### src/logic/ceds_pkg.sv
// ceds_pkg: shared constants, types and register map of the CAN error
// detection and error state block.
// assumes one 200 MHz clock and an APB register bus with 32-bit data.
package ceds_pkg;

   // clock
   localparam int CLK_MHZ = 200;                // pclk rate

   // register byte offsets
   localparam logic [11:0] OFS_BTC    = 12'h028;  // bit_timing_phase2_wake_ctrl
   localparam logic [11:0] OFS_STATUS = 12'h02C;  // counters, state, sticky errors
   localparam logic [11:0] OFS_CTRL   = 12'h030;  // clock out enable, phase-2 source

   // bit_timing_phase2_wake_ctrl layout
   localparam int          BTC_SOF_BIT  = 7;      // clock out function select
   localparam int          BTC_WAKE_BIT = 6;      // wake-up filter enable
   localparam logic [7:0]  BTC_WMASK    = 8'hC7;  // bits 5..3 unimplemented
   localparam logic [7:0]  BTC_RESET    = 8'h00;  // all fields clear at reset

   // control register layout
   localparam int          CTRL_CLKEN_BIT = 0;    // clock_output_enable
   localparam int          CTRL_BTL_BIT   = 1;    // phase2_length_source

   // status register layout
   localparam int          ST_TEC_LSB   = 0;      // transmit_error_count
   localparam int          ST_REC_LSB   = 8;      // receive_error_count
   localparam int          ST_STATE_LSB = 16;     // error state code, 2 bits
   localparam int          ST_ERR_LSB   = 18;     // sticky error flags, 5 bits

   // error thresholds and counter steps
   localparam logic [8:0]  PASSIVE_LIMIT = 9'h080;  // 128
   localparam logic [8:0]  BUSOFF_LIMIT  = 9'h0FF;  // off when above 255
   localparam logic [8:0]  TX_ERR_STEP   = 9'h008;  // transmitter penalty
   localparam logic [8:0]  RX_ERR_STEP   = 9'h001;  // receiver penalty
   localparam logic [8:0]  CNT_MAX       = 9'h0FF;  // receive counter ceiling
   localparam logic [3:0]  IDLE_RUN_LEN  = 4'hB;    // 11 recessive bits
   localparam logic [7:0]  IDLE_RUN_CNT  = 8'h80;   // 128 such runs
   localparam logic [2:0]  STUFF_LIMIT   = 3'h6;    // six equal bits

   // crc
   localparam int          CRC_W    = 15;
   localparam logic [14:0] CRC_POLY = 15'h4599;

   // error flag positions inside err_vec_t
   typedef struct packed {
      logic crc;     // checksum mismatch
      logic ack;     // ack slot stayed recessive
      logic form;    // dominant in a fixed-form field
      logic bitl;    // sampled level differs from driven level
      logic stuff;   // six equal bits
   } err_vec_t;

   // field currently on the bus, reported by the frame sequencer
   typedef enum logic [3:0] {
      FLD_IDLE, FLD_SOF, FLD_ARB, FLD_CTRL, FLD_DATA, FLD_CRC, FLD_CRC_DELIM,
      FLD_ACK_SLOT, FLD_ACK_DELIM, FLD_EOF, FLD_IFS, FLD_ERRFRM
   } ceds_field_t;

   // one sampled bit with its context
   typedef struct packed {
      logic        strobe;        // sample point pulse
      logic        rx;            // sampled bus level, 1 = recessive
      logic        tx;            // level being driven
      logic        transmitting;  // we own this frame
      logic        stuff_bit;     // bit is a stuff bit
      logic        frame_ok;      // pulse: frame ended without error
      ceds_field_t field;         // current field
   } ceds_bit_t;

   typedef enum logic [1:0] {ST_ACTIVE, ST_PASSIVE, ST_BUSOFF} ceds_state_t;

endpackage : ceds_pkg

### src/logic/ceds_core.sv
// ceds_core: CAN error detection, error counters, error state and the
// phase-2 / wake-up / clock-out configuration register, APB slave.
// assumes a frame sequencer delivers each sampled bit with its field,
// and builds the error frames and retries on the requests given here.
//
// Chosen here: the APB slave port.
`timescale 1ns/10ps
module ceds_core
   import ceds_pkg::*;
(
   // clock and reset
   input  wire logic        pclk,
   input  wire logic        presetn,
   // apb slave
   input  wire logic        psel,
   input  wire logic        penable,
   input  wire logic        pwrite,
   input  wire logic [11:0] paddr,
   input  wire logic [31:0] pwdata,
   output logic [31:0]      prdata,
   output logic             pready,
   output logic             pslverr,
   // bit stream from the frame sequencer
   input  ceds_bit_t        bit_in,
   // clock output sources
   input  wire logic        sof_pulse,
   input  wire logic        clk_div,
   // requests to the frame sequencer
   output logic             tx_crc_bit,
   output logic             err_frame_req,
   output logic             err_frame_dominant,
   output logic             tx_abort,
   output logic             retransmit_req,
   output logic             bus_enable,
   // configuration outputs
   output logic             clock_output_pin,
   output logic             wake_filter_enable,
   output logic             phase2_length_source,
   output logic [2:0]       phase2_seg_len,
   // state
   output ceds_state_t      err_state
);

   // register state
   logic [7:0]   btc_r, btc_nxt;            // configuration register
   logic         clken_r, clken_nxt;        // clock_output_enable
   logic         btl_r, btl_nxt;            // phase2_length_source
   err_vec_t     sticky_r, sticky_nxt;      // sticky error flags
   logic [31:0]  prdata_r, prdata_nxt;      // read data
   logic         slverr_nxt;                // unmapped address answer

   // detection state
   logic [CRC_W-1:0] crc_calc;              // running checksum
   logic [CRC_W-1:0] tx_sh_r, tx_sh_nxt;    // checksum being sent
   logic [CRC_W-1:0] rx_sh_r, rx_sh_nxt;    // checksum being received
   logic [2:0]       run_r, run_nxt;        // equal-polarity run length
   logic             last_r, last_nxt;      // previous bus level
   err_vec_t         err;                   // errors seen this strobe
   logic             any_err;               // any error this strobe

   // error state
   logic [8:0]   tec_r, tec_nxt;            // transmit_error_count
   logic [8:0]   rec_r, rec_nxt;            // receive_error_count
   ceds_state_t  state_r, state_nxt;        // current error state
   logic [3:0]   idle_bits_r, idle_bits_nxt;// recessive run in bus-off
   logic [7:0]   idle_runs_r, idle_runs_nxt;// completed runs in bus-off

   // output flops
   logic         efr_r, efr_nxt;            // error frame request
   logic         abort_r, abort_nxt;        // transmit abort
   logic         retry_r, retry_nxt;        // retry request
   logic         clock_output_pin_r, clock_output_pin_nxt;      // clock output pin

   // apb access qualifiers and bit-stream field decodes
   logic         wr_en, rd_en;
   logic         in_crc_span;               // fields covered by the checksum
   logic         in_stuff_span;             // fields with stuffing
   logic         cnt_bit;                   // bit counted by checksum

   assign wr_en  = psel & penable & pwrite;
   assign rd_en  = psel & ~penable & ~pwrite;  // latch read data in setup

   // checksum covers start-of-frame through data, stuff bits excluded
   assign in_crc_span = (bit_in.field == FLD_SOF) | (bit_in.field == FLD_ARB) |
                        (bit_in.field == FLD_CTRL) | (bit_in.field == FLD_DATA);
   assign in_stuff_span = in_crc_span | (bit_in.field == FLD_CRC);
   assign cnt_bit = bit_in.strobe & ~bit_in.stuff_bit & in_crc_span;

   // shared checksum: both directions read back the bus level
   ceds_crc15 u_crc (
      .pclk    (pclk),
      .presetn (presetn),
      .clear   (bit_in.field == FLD_IDLE),
      .en      (cnt_bit),
      .din     (bit_in.rx),
      .crc     (crc_calc)
   );

   // error detection on each sample strobe outside bus-off
   always_comb begin
      err        = '0;
      run_nxt    = run_r;
      last_nxt   = last_r;
      tx_sh_nxt  = tx_sh_r;
      rx_sh_nxt  = rx_sh_r;
      if (bit_in.field != FLD_CRC) begin
         tx_sh_nxt = crc_calc;
      end
      if (bit_in.strobe && state_r != ST_BUSOFF) begin
         // checksum field shifting, stuff bits skipped
         if (bit_in.field == FLD_CRC && !bit_in.stuff_bit) begin
            tx_sh_nxt = {tx_sh_r[CRC_W-2:0], 1'b0};
            rx_sh_nxt = {rx_sh_r[CRC_W-2:0], bit_in.rx};
         end
         // receiver compares at the delimiter
         if (bit_in.field == FLD_CRC_DELIM && !bit_in.transmitting) begin
            err.crc = (rx_sh_r != crc_calc);
         end
         // acknowledge missing
         err.ack = bit_in.transmitting & (bit_in.field == FLD_ACK_SLOT)
                   & bit_in.rx;
         // dominant in a fixed-form field
         err.form = ~bit_in.rx & ((bit_in.field == FLD_CRC_DELIM) |
                    (bit_in.field == FLD_ACK_DELIM) | (bit_in.field == FLD_EOF) |
                    (bit_in.field == FLD_IFS));
         // readback mismatch, arbitration loss and ack excepted
         if (bit_in.transmitting && bit_in.rx != bit_in.tx && in_stuff_span |
             (bit_in.field == FLD_ACK_SLOT) | (bit_in.field == FLD_CRC_DELIM)) begin
            err.bitl = ~(bit_in.tx & ~bit_in.rx &
                       ((bit_in.field == FLD_ARB) |
                        (bit_in.field == FLD_ACK_SLOT)));
         end
         // stuffing rule check
         if (bit_in.field == FLD_SOF) begin
            run_nxt  = 3'h1;
            last_nxt = bit_in.rx;
         end else if (in_stuff_span) begin
            last_nxt = bit_in.rx;
            if (bit_in.rx == last_r) begin
               run_nxt = run_r + 3'h1;
               err.stuff = (run_r + 3'h1 == STUFF_LIMIT);
            end else begin
               run_nxt = 3'h1;
            end
         end
      end
      any_err = |err;
   end

   // counters and error state
   always_comb begin
      tec_nxt       = tec_r;
      rec_nxt       = rec_r;
      state_nxt     = state_r;
      idle_bits_nxt = idle_bits_r;
      idle_runs_nxt = idle_runs_r;
      efr_nxt       = 1'b0;
      abort_nxt     = 1'b0;
      retry_nxt     = 1'b0;
      if (state_r == ST_BUSOFF) begin
         // count runs of eleven recessive bits
         if (bit_in.strobe) begin
            if (!bit_in.rx) begin
               idle_bits_nxt = '0;
            end else if (idle_bits_r + 4'h1 == IDLE_RUN_LEN) begin
               idle_bits_nxt = '0;
               idle_runs_nxt = idle_runs_r + 8'h1;
            end else begin
               idle_bits_nxt = idle_bits_r + 4'h1;
            end
         end
         if (idle_runs_r == IDLE_RUN_CNT) begin
            tec_nxt       = '0;
            rec_nxt       = '0;
            idle_runs_nxt = '0;
            state_nxt     = ST_ACTIVE;
         end
      end else begin
         if (any_err) begin
            efr_nxt = 1'b1;
            if (bit_in.transmitting) begin
               abort_nxt = 1'b1;
               retry_nxt = 1'b1;
               tec_nxt   = tec_r + TX_ERR_STEP;
            end else if (rec_r < CNT_MAX) begin
               rec_nxt = rec_r + RX_ERR_STEP;
            end
         end else if (bit_in.frame_ok) begin
            if (bit_in.transmitting && tec_r != '0) begin
               tec_nxt = tec_r - 9'h001;
            end else if (!bit_in.transmitting && rec_r != '0) begin
               rec_nxt = rec_r - 9'h001;
            end
         end
         // thresholds applied to the updated counts
         if (tec_nxt > BUSOFF_LIMIT) begin
            state_nxt     = ST_BUSOFF;
            idle_bits_nxt = '0;
            idle_runs_nxt = '0;
         end else if (tec_nxt >= PASSIVE_LIMIT || rec_nxt >= PASSIVE_LIMIT) begin
            state_nxt = ST_PASSIVE;
         end else begin
            state_nxt = ST_ACTIVE;
         end
      end
   end

   // apb register next values
   always_comb begin
      btc_nxt    = btc_r;
      clken_nxt  = clken_r;
      btl_nxt    = btl_r;
      prdata_nxt = prdata_r;
      slverr_nxt = 1'b1;
      // hardware set wins over software clear
      sticky_nxt = sticky_r;
      if (wr_en && paddr == OFS_STATUS) begin
         sticky_nxt = sticky_r & ~pwdata[ST_ERR_LSB +: 5];
      end
      sticky_nxt = sticky_nxt | err;
      unique case (paddr)
         OFS_BTC: begin
            slverr_nxt = 1'b0;
            if (wr_en) begin
               btc_nxt = pwdata[7:0] & BTC_WMASK;
            end
            prdata_nxt = {24'h000000, btc_r};
         end
         OFS_STATUS: begin
            slverr_nxt = 1'b0;
            prdata_nxt = {9'h000, sticky_r, state_r,
                          rec_r[7:0], tec_r[7:0]};
         end
         OFS_CTRL: begin
            slverr_nxt = 1'b0;
            if (wr_en) begin
               clken_nxt = pwdata[CTRL_CLKEN_BIT];
               btl_nxt   = pwdata[CTRL_BTL_BIT];
            end
            prdata_nxt = {30'h00000000, btl_r, clken_r};
         end
         default: begin
            prdata_nxt = 32'h00000000;
         end
      endcase
      if (!rd_en) begin
         prdata_nxt = prdata_r;
      end
   end

   // clock output pin function
   always_comb begin
      clock_output_pin_nxt = 1'b0;
      if (clken_r) begin
         clock_output_pin_nxt = btc_r[BTC_SOF_BIT] ? sof_pulse : clk_div;
      end
   end

   // register all groups
   always_ff @(posedge pclk or negedge presetn) begin
      if (!presetn) begin
         btc_r       <= BTC_RESET;
         clken_r     <= 1'b0;
         btl_r       <= 1'b0;
         sticky_r    <= '0;
         prdata_r    <= 32'h00000000;
         tx_sh_r     <= '0;
         rx_sh_r     <= '0;
         run_r       <= '0;
         last_r      <= 1'b1;
         tec_r       <= '0;
         rec_r       <= '0;
         state_r     <= ST_ACTIVE;
         idle_bits_r <= '0;
         idle_runs_r <= '0;
         efr_r       <= 1'b0;
         abort_r     <= 1'b0;
         retry_r     <= 1'b0;
         clock_output_pin_r    <= 1'b0;
      end else begin
         btc_r       <= btc_nxt;
         clken_r     <= clken_nxt;
         btl_r       <= btl_nxt;
         sticky_r    <= sticky_nxt;
         prdata_r    <= prdata_nxt;
         tx_sh_r     <= tx_sh_nxt;
         rx_sh_r     <= rx_sh_nxt;
         run_r       <= run_nxt;
         last_r      <= last_nxt;
         tec_r       <= tec_nxt;
         rec_r       <= rec_nxt;
         state_r     <= state_nxt;
         idle_bits_r <= idle_bits_nxt;
         idle_runs_r <= idle_runs_nxt;
         efr_r       <= efr_nxt;
         abort_r     <= abort_nxt;
         retry_r     <= retry_nxt;
         clock_output_pin_r    <= clock_output_pin_nxt;
      end
   end

   // slave answers in the first access cycle
   assign pready  = 1'b1;
   assign pslverr = psel & penable & slverr_nxt;
   assign prdata  = prdata_r;

   // outputs
   assign tx_crc_bit         = tx_sh_r[CRC_W-1];
   assign err_frame_req      = efr_r;
   assign err_frame_dominant = (state_r == ST_ACTIVE);
   assign tx_abort           = abort_r;
   assign retransmit_req     = retry_r;
   assign bus_enable         = (state_r != ST_BUSOFF);
   assign clock_output_pin   = clock_output_pin_r;
   assign wake_filter_enable = btc_r[BTC_WAKE_BIT];
   assign phase2_length_source = btl_r;
   // field only meaningful with the source bit; zero otherwise
   assign phase2_seg_len     = btl_r ? btc_r[2:0] : 3'h0;
   assign err_state          = state_r;

endmodule : ceds_core

### src/logic/ceds_crc15.sv
// ceds_crc15: serial 15-bit CAN checksum register.
// assumes en pulses once per counted bit; clear wins over en.
`timescale 1ns/10ps
module ceds_crc15
   import ceds_pkg::*;
(
   // clock and reset
   input  wire logic             pclk,
   input  wire logic             presetn,
   // bit stream
   input  wire logic             clear,
   input  wire logic             en,
   input  wire logic             din,
   // result
   output logic [CRC_W-1:0]      crc
);

   logic [CRC_W-1:0] crc_r;    // running remainder
   logic [CRC_W-1:0] crc_nxt;  // next remainder
   logic             fb;       // feedback bit

   // shift with polynomial feedback
   always_comb begin
      fb      = din ^ crc_r[CRC_W-1];
      crc_nxt = crc_r;
      if (clear) begin
         crc_nxt = '0;
      end else if (en) begin
         crc_nxt = {crc_r[CRC_W-2:0], 1'b0} ^ (fb ? CRC_POLY : '0);
      end
   end

   // register
   always_ff @(posedge pclk or negedge presetn) begin
      if (!presetn) begin
         crc_r <= '0;
      end else begin
         crc_r <= crc_nxt;
      end
   end

   assign crc = crc_r;

endmodule : ceds_crc15

### config.mk
export PLATFORM = sky130hd
export DESIGN_NAME = ceds_core
export DESIGN_NICKNAME = d
export VERILOG_FILES = /design/src/logic/ceds_pkg.sv /design/src/logic/ceds_core.sv /design/src/logic/ceds_crc15.sv
export SDC_FILE = /design/constraint.sdc
export NUM_CORES = 1
export LEC_CHECK = 0
export ABC_AREA = 1
export BUFFER_PORTS_ARGS = -buffer_cell sky130_fd_sc_hd__buf_2
export CAP_MARGIN = 20
export CORE_MARGIN = 2
export CORE_UTILIZATION = 34
export CTS_BUF_LIST = sky130_fd_sc_hd__clkbuf_2 sky130_fd_sc_hd__clkbuf_4 sky130_fd_sc_hd__clkbuf_8
export CTS_CLUSTER_SIZE = 30
export DETAILED_ROUTE_END_ITERATION = 8
export GPL_TIMING_DRIVEN = 0
export PLACE_DENSITY = 0.6
export SLEW_MARGIN = 20
export SYNTH_ARGS = -nofsm -noshare
export SYNTH_HDL_FRONTEND = slang
export SYNTH_SLANG_ARGS = --single-unit
export TNS_END_PERCENT = 30
### constraint.sdc
create_clock -name pclk -period 1.8 [get_ports pclk]
set_input_delay 0 -clock pclk [delete_from_list [all_inputs] [get_ports pclk]]
set_output_delay 0 -clock pclk [all_outputs]
set_load 0.02 [all_outputs]
Word level (Yosys, flattened, before mapping)
Index checks and enable logic that the tools add are counted.
W data, S select, Z words.
{ "op_classes": {"n_reduce_logical": 26, "add_sub_neg": 7, "n_bitwise": 32, "eq_ne": 27, "order_cmp": 4, "muxes": 58} }
{ "ops": {"columns": ["operator", "n"], "rows": [
  ["$mux W9", 15],
  ["$mux W15", 6],
  ["$pmux W23 S3", 1],
  ["$mux W8", 6],
  ["$eq A12 B6 Y1 const B", 3],
  ["$mux W4", 5],
  ["$ge A9 B8 Y1 const B", 2],
  ["$reduce_bool A9 Y1", 2],
  ["$sub A9 B1 Y9 const B", 2],
  ["$eq A4 B3 Y1 const B", 4],
  ["$eq A4 B4 Y1 const B", 4],
  ["$mux W1", 16],
  ["$ne A15 B15 Y1", 1],
  ["$xor A15 B15 Y15", 1],
  ["$and A1 B1 Y1", 12],
  ["$mux W3", 4],
  ["$mux W5", 2],
  ["$or A1 B1 Y1", 10],
  ["$reduce_and A2 Y1", 5],
  ["$add A9 B1 Y9 const B", 1],
  ["$add A9 B4 Y9 const B", 1],
  ["$gt A9 B8 Y1 const B", 1],
  ["$lt A9 B8 Y1 const B", 1],
  ["$add A8 B1 Y8 const B", 1],
  ["other kinds (29)", 48]
]} }
{ "word_totals": {"output_inout_bits": 48, "ff_bits": 128} }

Longest topological paths before layout
{ "logic_depth": {"depth_word": 18, "ltp_mapped": 17} }

By module
From an unflattened synthesis, not the netlist that was laid out.
{ "unflattened": {"hier_cells": 994, "hier_area_um2": 7170.6} }
{ "by_module_without_submodules": {"columns": ["module", "cells_per_inst", "seq_area_each_um2", "n_inst", "area_per_inst_um2"], "rows": [
  ["ceds_core", 916, 2603.7, 1, 6468.7],
  ["ceds_crc15", 78, 375.4, 1, 701.9]
]} }

Least setup slack after synthesis
OpenSTA, ideal clock, no wires.
{ "synth_path": {"path_type": "reg2reg", "startpoint": "register rec_r[0]", "endpoint": "register state_r[0] (netlist: err_state[0])", "slack_ns": -0.002, "setup_ns": 0.119, "synth_period_minus_slack_ns": 1.802, "path_buffers": 0, "arrival_ns": 1.683, "t_required_ns": 1.681, "stages_incl_launch_ff": 15, "cell_sequence": "dfrtp_1 -> inv_1 -> ha_1 -> nand2_1 -> nor2_1 -> a21oi_2 -> nand2_1 -> nand2_1 -> nand2_1 -> nand2_1 -> nand2_1 -> nand2_1 -> nand2_1 -> nor2_1 -> nor2_1"} }
{ "synth_via": {"elab_chain_cells": 12} }
{ "synth_lines": {"columns": ["item", "line", "source"], "rows": [
  ["start, declared", "ceds_core.sv:63", "logic [8:0] rec_r, rec_nxt;"],
  ["start signal, assigned", "ceds_core.sv:291", "rec_r <= rec_nxt;"],
  ["parallel branches: the longest is 5 deep, another holds $sub A9 B1 Y9", null, null],
  ["$mux W9 *", "ceds_core.sv:179", "if (any_err) begin"],
  ["$mux W9 *", "ceds_core.sv:160", "if (state_r == ST_BUSOFF) begin"],
  ["$ge A9 B8 Y1 *", "ceds_core.sv:200", "end else if (tec_nxt >= PASSIVE_LIMIT || rec_nxt >= PASSIVE_LIMIT) begin"],
  ["$logic_or A1 B1 Y1 *", "ceds_core.sv:200", null],
  ["$mux W1 *", "ceds_core.sv:200", null],
  ["$mux W2 *", "ceds_core.sv:196", "if (tec_nxt > BUSOFF_LIMIT) begin"],
  ["$mux W2 *", "ceds_core.sv:160", null],
  ["end signal, assigned", "ceds_core.sv:292", "state_r <= state_nxt;"],
  ["end, declared", "ceds_core.sv:64", "ceds_state_t state_r, state_nxt;"]
]} }
Mark *: on every way between the ends. The select of a mux whose other input is x is not followed.
A chain may end at the register's enable or synchronous reset.

Worst setup path after layout
{ "layout_path": {"startpoint": "register last_r", "endpoint": "register idle_runs_r[3]"} }
{ "layout_via": {"elab_chain_cells": 11} }
{ "layout_lines": {"columns": ["item", "line", "source"], "rows": [
  ["start, declared", "ceds_core.sv:57", "logic last_r, last_nxt;"],
  ["start signal, assigned", "ceds_core.sv:289", "last_r <= last_nxt;"],
  ["$eq A1 B1 Y1", "ceds_core.sv:139", "if (bit_in.rx == last_r) begin"],
  ["$mux W1", "ceds_core.sv:139", null],
  ["$mux W1", "ceds_core.sv:137", "end else if (in_stuff_span) begin"],
  ["$mux W1", "ceds_core.sv:134", "if (bit_in.field == FLD_SOF) begin"],
  ["$mux W5", "ceds_core.sv:109", "if (bit_in.strobe && state_r != ST_BUSOFF) begin"],
  ["$reduce_or A5 Y1", "ceds_core.sv:147", "any_err = |err;"],
  ["$mux W9", "ceds_core.sv:179", null],
  ["$mux W9", "ceds_core.sv:160", null],
  ["$gt A9 B8 Y1", "ceds_core.sv:196", null],
  ["$reduce_bool A2 Y1 (no source line)", null, null],
  ["$reduce_and A4 Y1 (no source line)", null, null],
  ["end signal, assigned", "ceds_core.sv:294", "idle_runs_r <= idle_runs_nxt;"],
  ["end, declared", "ceds_core.sv:66", "logic [7:0] idle_runs_r, idle_runs_nxt;"]
]} }
No other way between the ends. The select of a mux whose other input is x is not followed.

==> flow_metrics.py <==
metrics = {
    "outcome": {
        "outcome": "complete, but fails checks",
        "failed_checks": "negative setup slack",
    },
    "die": {
        "ios": 109,
        "start_util_pct": 34.6,
        "dieWidth_um": 148,
        "core_area_mm2": 0.0203,
        "die_area_mm2": 0.0219,
        "rows": 52,
        "die-height_um": 148,
    },
    "synth": {
        "ys_warn_count": 0,
        "ys_async_sr_fraction_pct": 100,
        "syn-cell-area_mm2": 0.00703,
        "netlist_instances": 959,
        "synth-edff-count": 0,
        "ys_seq_area_share_pct": 42.4,
        "synth_cell_types": 44,
        "syn_avg_cell_area_um2": 7.33,
        "ys.flop_type": "dfrtp_1",
        "synth-seq-cells": 119,
    },
    "placed_design": {
        "gp_congestion": 0.864,
        "io_buffer_count": 75,
        "dp.cells": 1313,
        "placed_cell_area_mm2": 0.00781,
        "hpwl_um": 13200,
    },
    "pwr": {
        "intPower_mw": 4.80,
        "powerDensity_mw_per_mm2": 730,
        "p_leak_nw": 4.61,
        "p_sw_share_pct": 29.0,
        "power_mw": 6.75,
        "p_switching_mw": 1.96,
        "pwr-share-clk_pct": 40.3,
        "ir_drop_mv": 0.583,
        "p_comb_share_pct": 15.2,
        "pwr-share-seq_pct": 44.4,
    },
    "cells_and_area": {
        "syn_to_final_growth_pct": 31.4,
        "nets": 1205,
        "instances_no_fill": 1415,
        "drive_above_1_share_pct": 26.4,
        "design_area_mm2": 0.00924,
        "num_antenna_cells": 0,
        "final_cell_mix": "nand2_1 (286), dfrtp_1 (114), o21ai_0 (98), inv_1 (90), buf_2 (81)",
        "fillers": 2054,
        "final_common_cell": "nand2_1",
    },
    "clock_tree": {
        "clkSinkCount": 119,
        "cts_buffers": 17,
        "insertion_delay_ns": 0.45,
        "cts_tree": "yes",
        "cts_buffer_depth": 2,
        "clock-root-buffer": "clkbuf_8",
        "clkTransAtPathRegs_ns": 0.08,
        "cts.htree.levels": 4,
    },
    "detailed_routing": {
        "drtPass1Iterations": 5,
        "drtIter0Drc": 382,
        "drc": 0,
        "viasPerCell": 4.75,
        "routed_wl_um": 18800,
        "routedWlPerCell_um": 13.3,
        "ant_nets": 0,
        "detailroute.via_count": 6715,
    },
    "worst_setup_path": {
        "crit_type": "flop to flop",
        "required_ns": 2.14,
        "critPathArrivalTime_ns": 2.29,
        "endpoint_kind": "flop",
        "path_cells": "inv_2, nand2_1, nand2_1, nor2_2, nand3_2, nor2_4, nor2_4, nand2_4, buf_6, nand2_4, nand3_4, nand2_4, buf_12, nand2_4, o21ai_2",
        "crit_path_max_fanout": 6,
        "start_kind": "flop",
        "critPathSlowestCell": "dfstp_2",
        "cpMostUsedCell": "nand2_4",
        "cpPeakStageDelay_ns": 0.55,
    },
    "timing": {
        "worstMarginPinSlew_ns": 0.895,
        "relSlewSlack_pct": 39.9,
        "fmax_mhz": 512,
        "fin_crit_ns": 1.95,
        "finalCritPeriodShare_pct": 108,
        "drv_slew": 0,
        "setup_viol": 29,
        "final_hold_viol_count": 0,
        "skew_ns": 0.0136,
        "hold_slack_ns": 0.0401,
        "rsz0062_at_grt": "true",
        "worst_slack_ns": -0.152,
    },
    "global_routing": {
        "grt_pass1_vias": 6176,
        "grt_pass1_wl_um": 30300,
        "antenna_found_initial": 0,
        "gr-total-overflow": 0,
        "grt_max_degree": 69,
        "track_usage_pct": 17.3,
    },
    "flow_run": {
        "drv_cap": 0,
    },
    "min_path": {
        "hp-class": "input pin to flop",
    },
}
==> cells by family after synthesis <==
kind of cell | share of synthesized area (%)
AOI/OAI and AO/OA | 14.9
xor gates and xnor gates | 3.49
adders and majority gates | 2.13
buffers and inverters | 9.96
DFF | 42.4
muxes | 0.480
other | 0.107
and+or+nand+nor | 26.6
==> path summary, 6_finish.rpt <==
path	from	endpoint	slack [ns]	cells past startpoint
hold / removal	penable	phase2_length_source$_DFFE_PN0P_	0.04	5
setup reg to reg	last_r$_DFFE_PN1P_	idle_runs_r[3]$_DFFE_PN0P_	-0.15	15
setup / recovery	last_r$_DFFE_PN1P_	idle_runs_r[3]$_DFFE_PN0P_	-0.15	15
min in group asynchronous	presetn	prdata[9]$_DFFE_PN0P_	0.05	2
hold reg to reg	prdata[4]$_DFFE_PN0P_	prdata[4]$_DFFE_PN0P_	0.48	2
max in group asynchronous	presetn	last_r$_DFFE_PN1P_	1.00	3
==> sequential cells by signal, indices dropped and copies added (netlist names), 3 cells and up <==
| register | count |
|---|---|
| prdata | 23 |
| rx_sh_r | 15 |
| tx_sh_r | 15 |
| u_crc.crc | 15 |
| rec_r | 9 |
| tec_r | 9 |
| idle_runs_r | 8 |
| btc_r | 5 |
| sticky_r | 5 |
| idle_bits_r | 4 |
| run_r | 3 |
==> worst max-delay path: cells and delay by family (launching register included) <==
family,cells,cell delay [ns]
AO/OA/AOI/OAI,1,0.05
buffers and inverters,3,0.30
flip-flops,1,0.55
AND/OR/NAND/NOR,11,0.93
==> cell type report <==
class,instances,area (um2),share of cell area [%]
buffer,46,300,3.25
clock buffer,17,234,2.53
clock inverter,15,204,2.21
inverter,114,439,4.75
multi-input combinational,687,3670,39.8
sequential,119,2980,32.3
tap,270,338,3.66
timing repair buffer,147,1070,11.5
==> per-stage QoR <==
stage | setup slack (ns) | utilization, % | TNS, ns
finish | -0.152 | 45.5 | -2.56
global placement | -0.906 | 38.3 | -113.17
CTS | -0.122 | 43.5 | -1.14
floorplan | 0.0257 | - | 0
detailed placement | -0.355 | 38.5 | -7.57
global route | -0.276 | 45.5 | -7.21
==> synthesized netlist by cell type (5+ instances only) <==
| master | n | area [um2] |
|---|---|---|
| nor2_1 | 66 | 248 |
| xnor2_1 | 5 | 43.8 |
| nand3_1 | 40 | 200 |
| nand4_1 | 6 | 37.5 |
| nor3_1 | 6 | 30.0 |
| o22ai_1 | 21 | 131 |
| inv_1 | 107 | 402 |
| ha_1 | 12 | 150 |
| xor2_1 | 23 | 201 |
| nor2_2 | 7 | 43.8 |
| nand2_1 | 305 | 1140 |
| buf_2 | 11 | 55.1 |
| buf_4 | 13 | 97.6 |
| a21oi_1 | 15 | 75.1 |
| o21ai_2 | 8 | 70.1 |
| inv_2 | 5 | 18.8 |
| dfrtp_1 | 118 | 2950 |
| o31ai_1 | 13 | 97.6 |
| clkbuf_1 | 18 | 67.6 |
| o21ai_0 | 108 | 541 |
| o21ai_1 | 6 | 30.0 |
| o211ai_1 | 6 | 45.0 |
| nand2_2 | 6 | 37.5 |
==> power groups by stage <==
stage / clock [mW] / combinational, mW / sequential, mW
floorplan: 0 / 0.614 / 3.02
CTS: 2.78 / 0.970 / 2.99
finish: 2.72 / 1.03 / 3.00
detailed placement: 0 / 0.901 / 3.05
global placement: 0 / 0.876 / 3.04
global route: 2.91 / 1.17 / 3.03
==> timing repair <==
| item | in CTS | in global routing |
|---|---|---|
| resized for setup | 50 | 83 |
| gates cloned | 2 | 0 |
| buffers inserted | 27 | 24 |
| setup endpoints to repair | 43 | 54 |
| hold endpoints to repair | 134 | 0 |
| pin swaps | 16 | 26 |
| hold buffers | 18 | 0 |
==> routing by layer <==
layer | share of wire, % | routed length, um | vias to the layer above | track usage [%]
li1 | - | - | 3411 | -
met1 | 45 | 8470 | 3117 | 22.4
met5 | 0 | 0 | - | 0
met4 | 1.7 | 315 | 0 | 5.86
met3 | 4.9 | 922 | 25 | 3.58
met2 | 48 | 9100 | 162 | 29.0
Note: power is estimated with default switching activity, not from simulation.
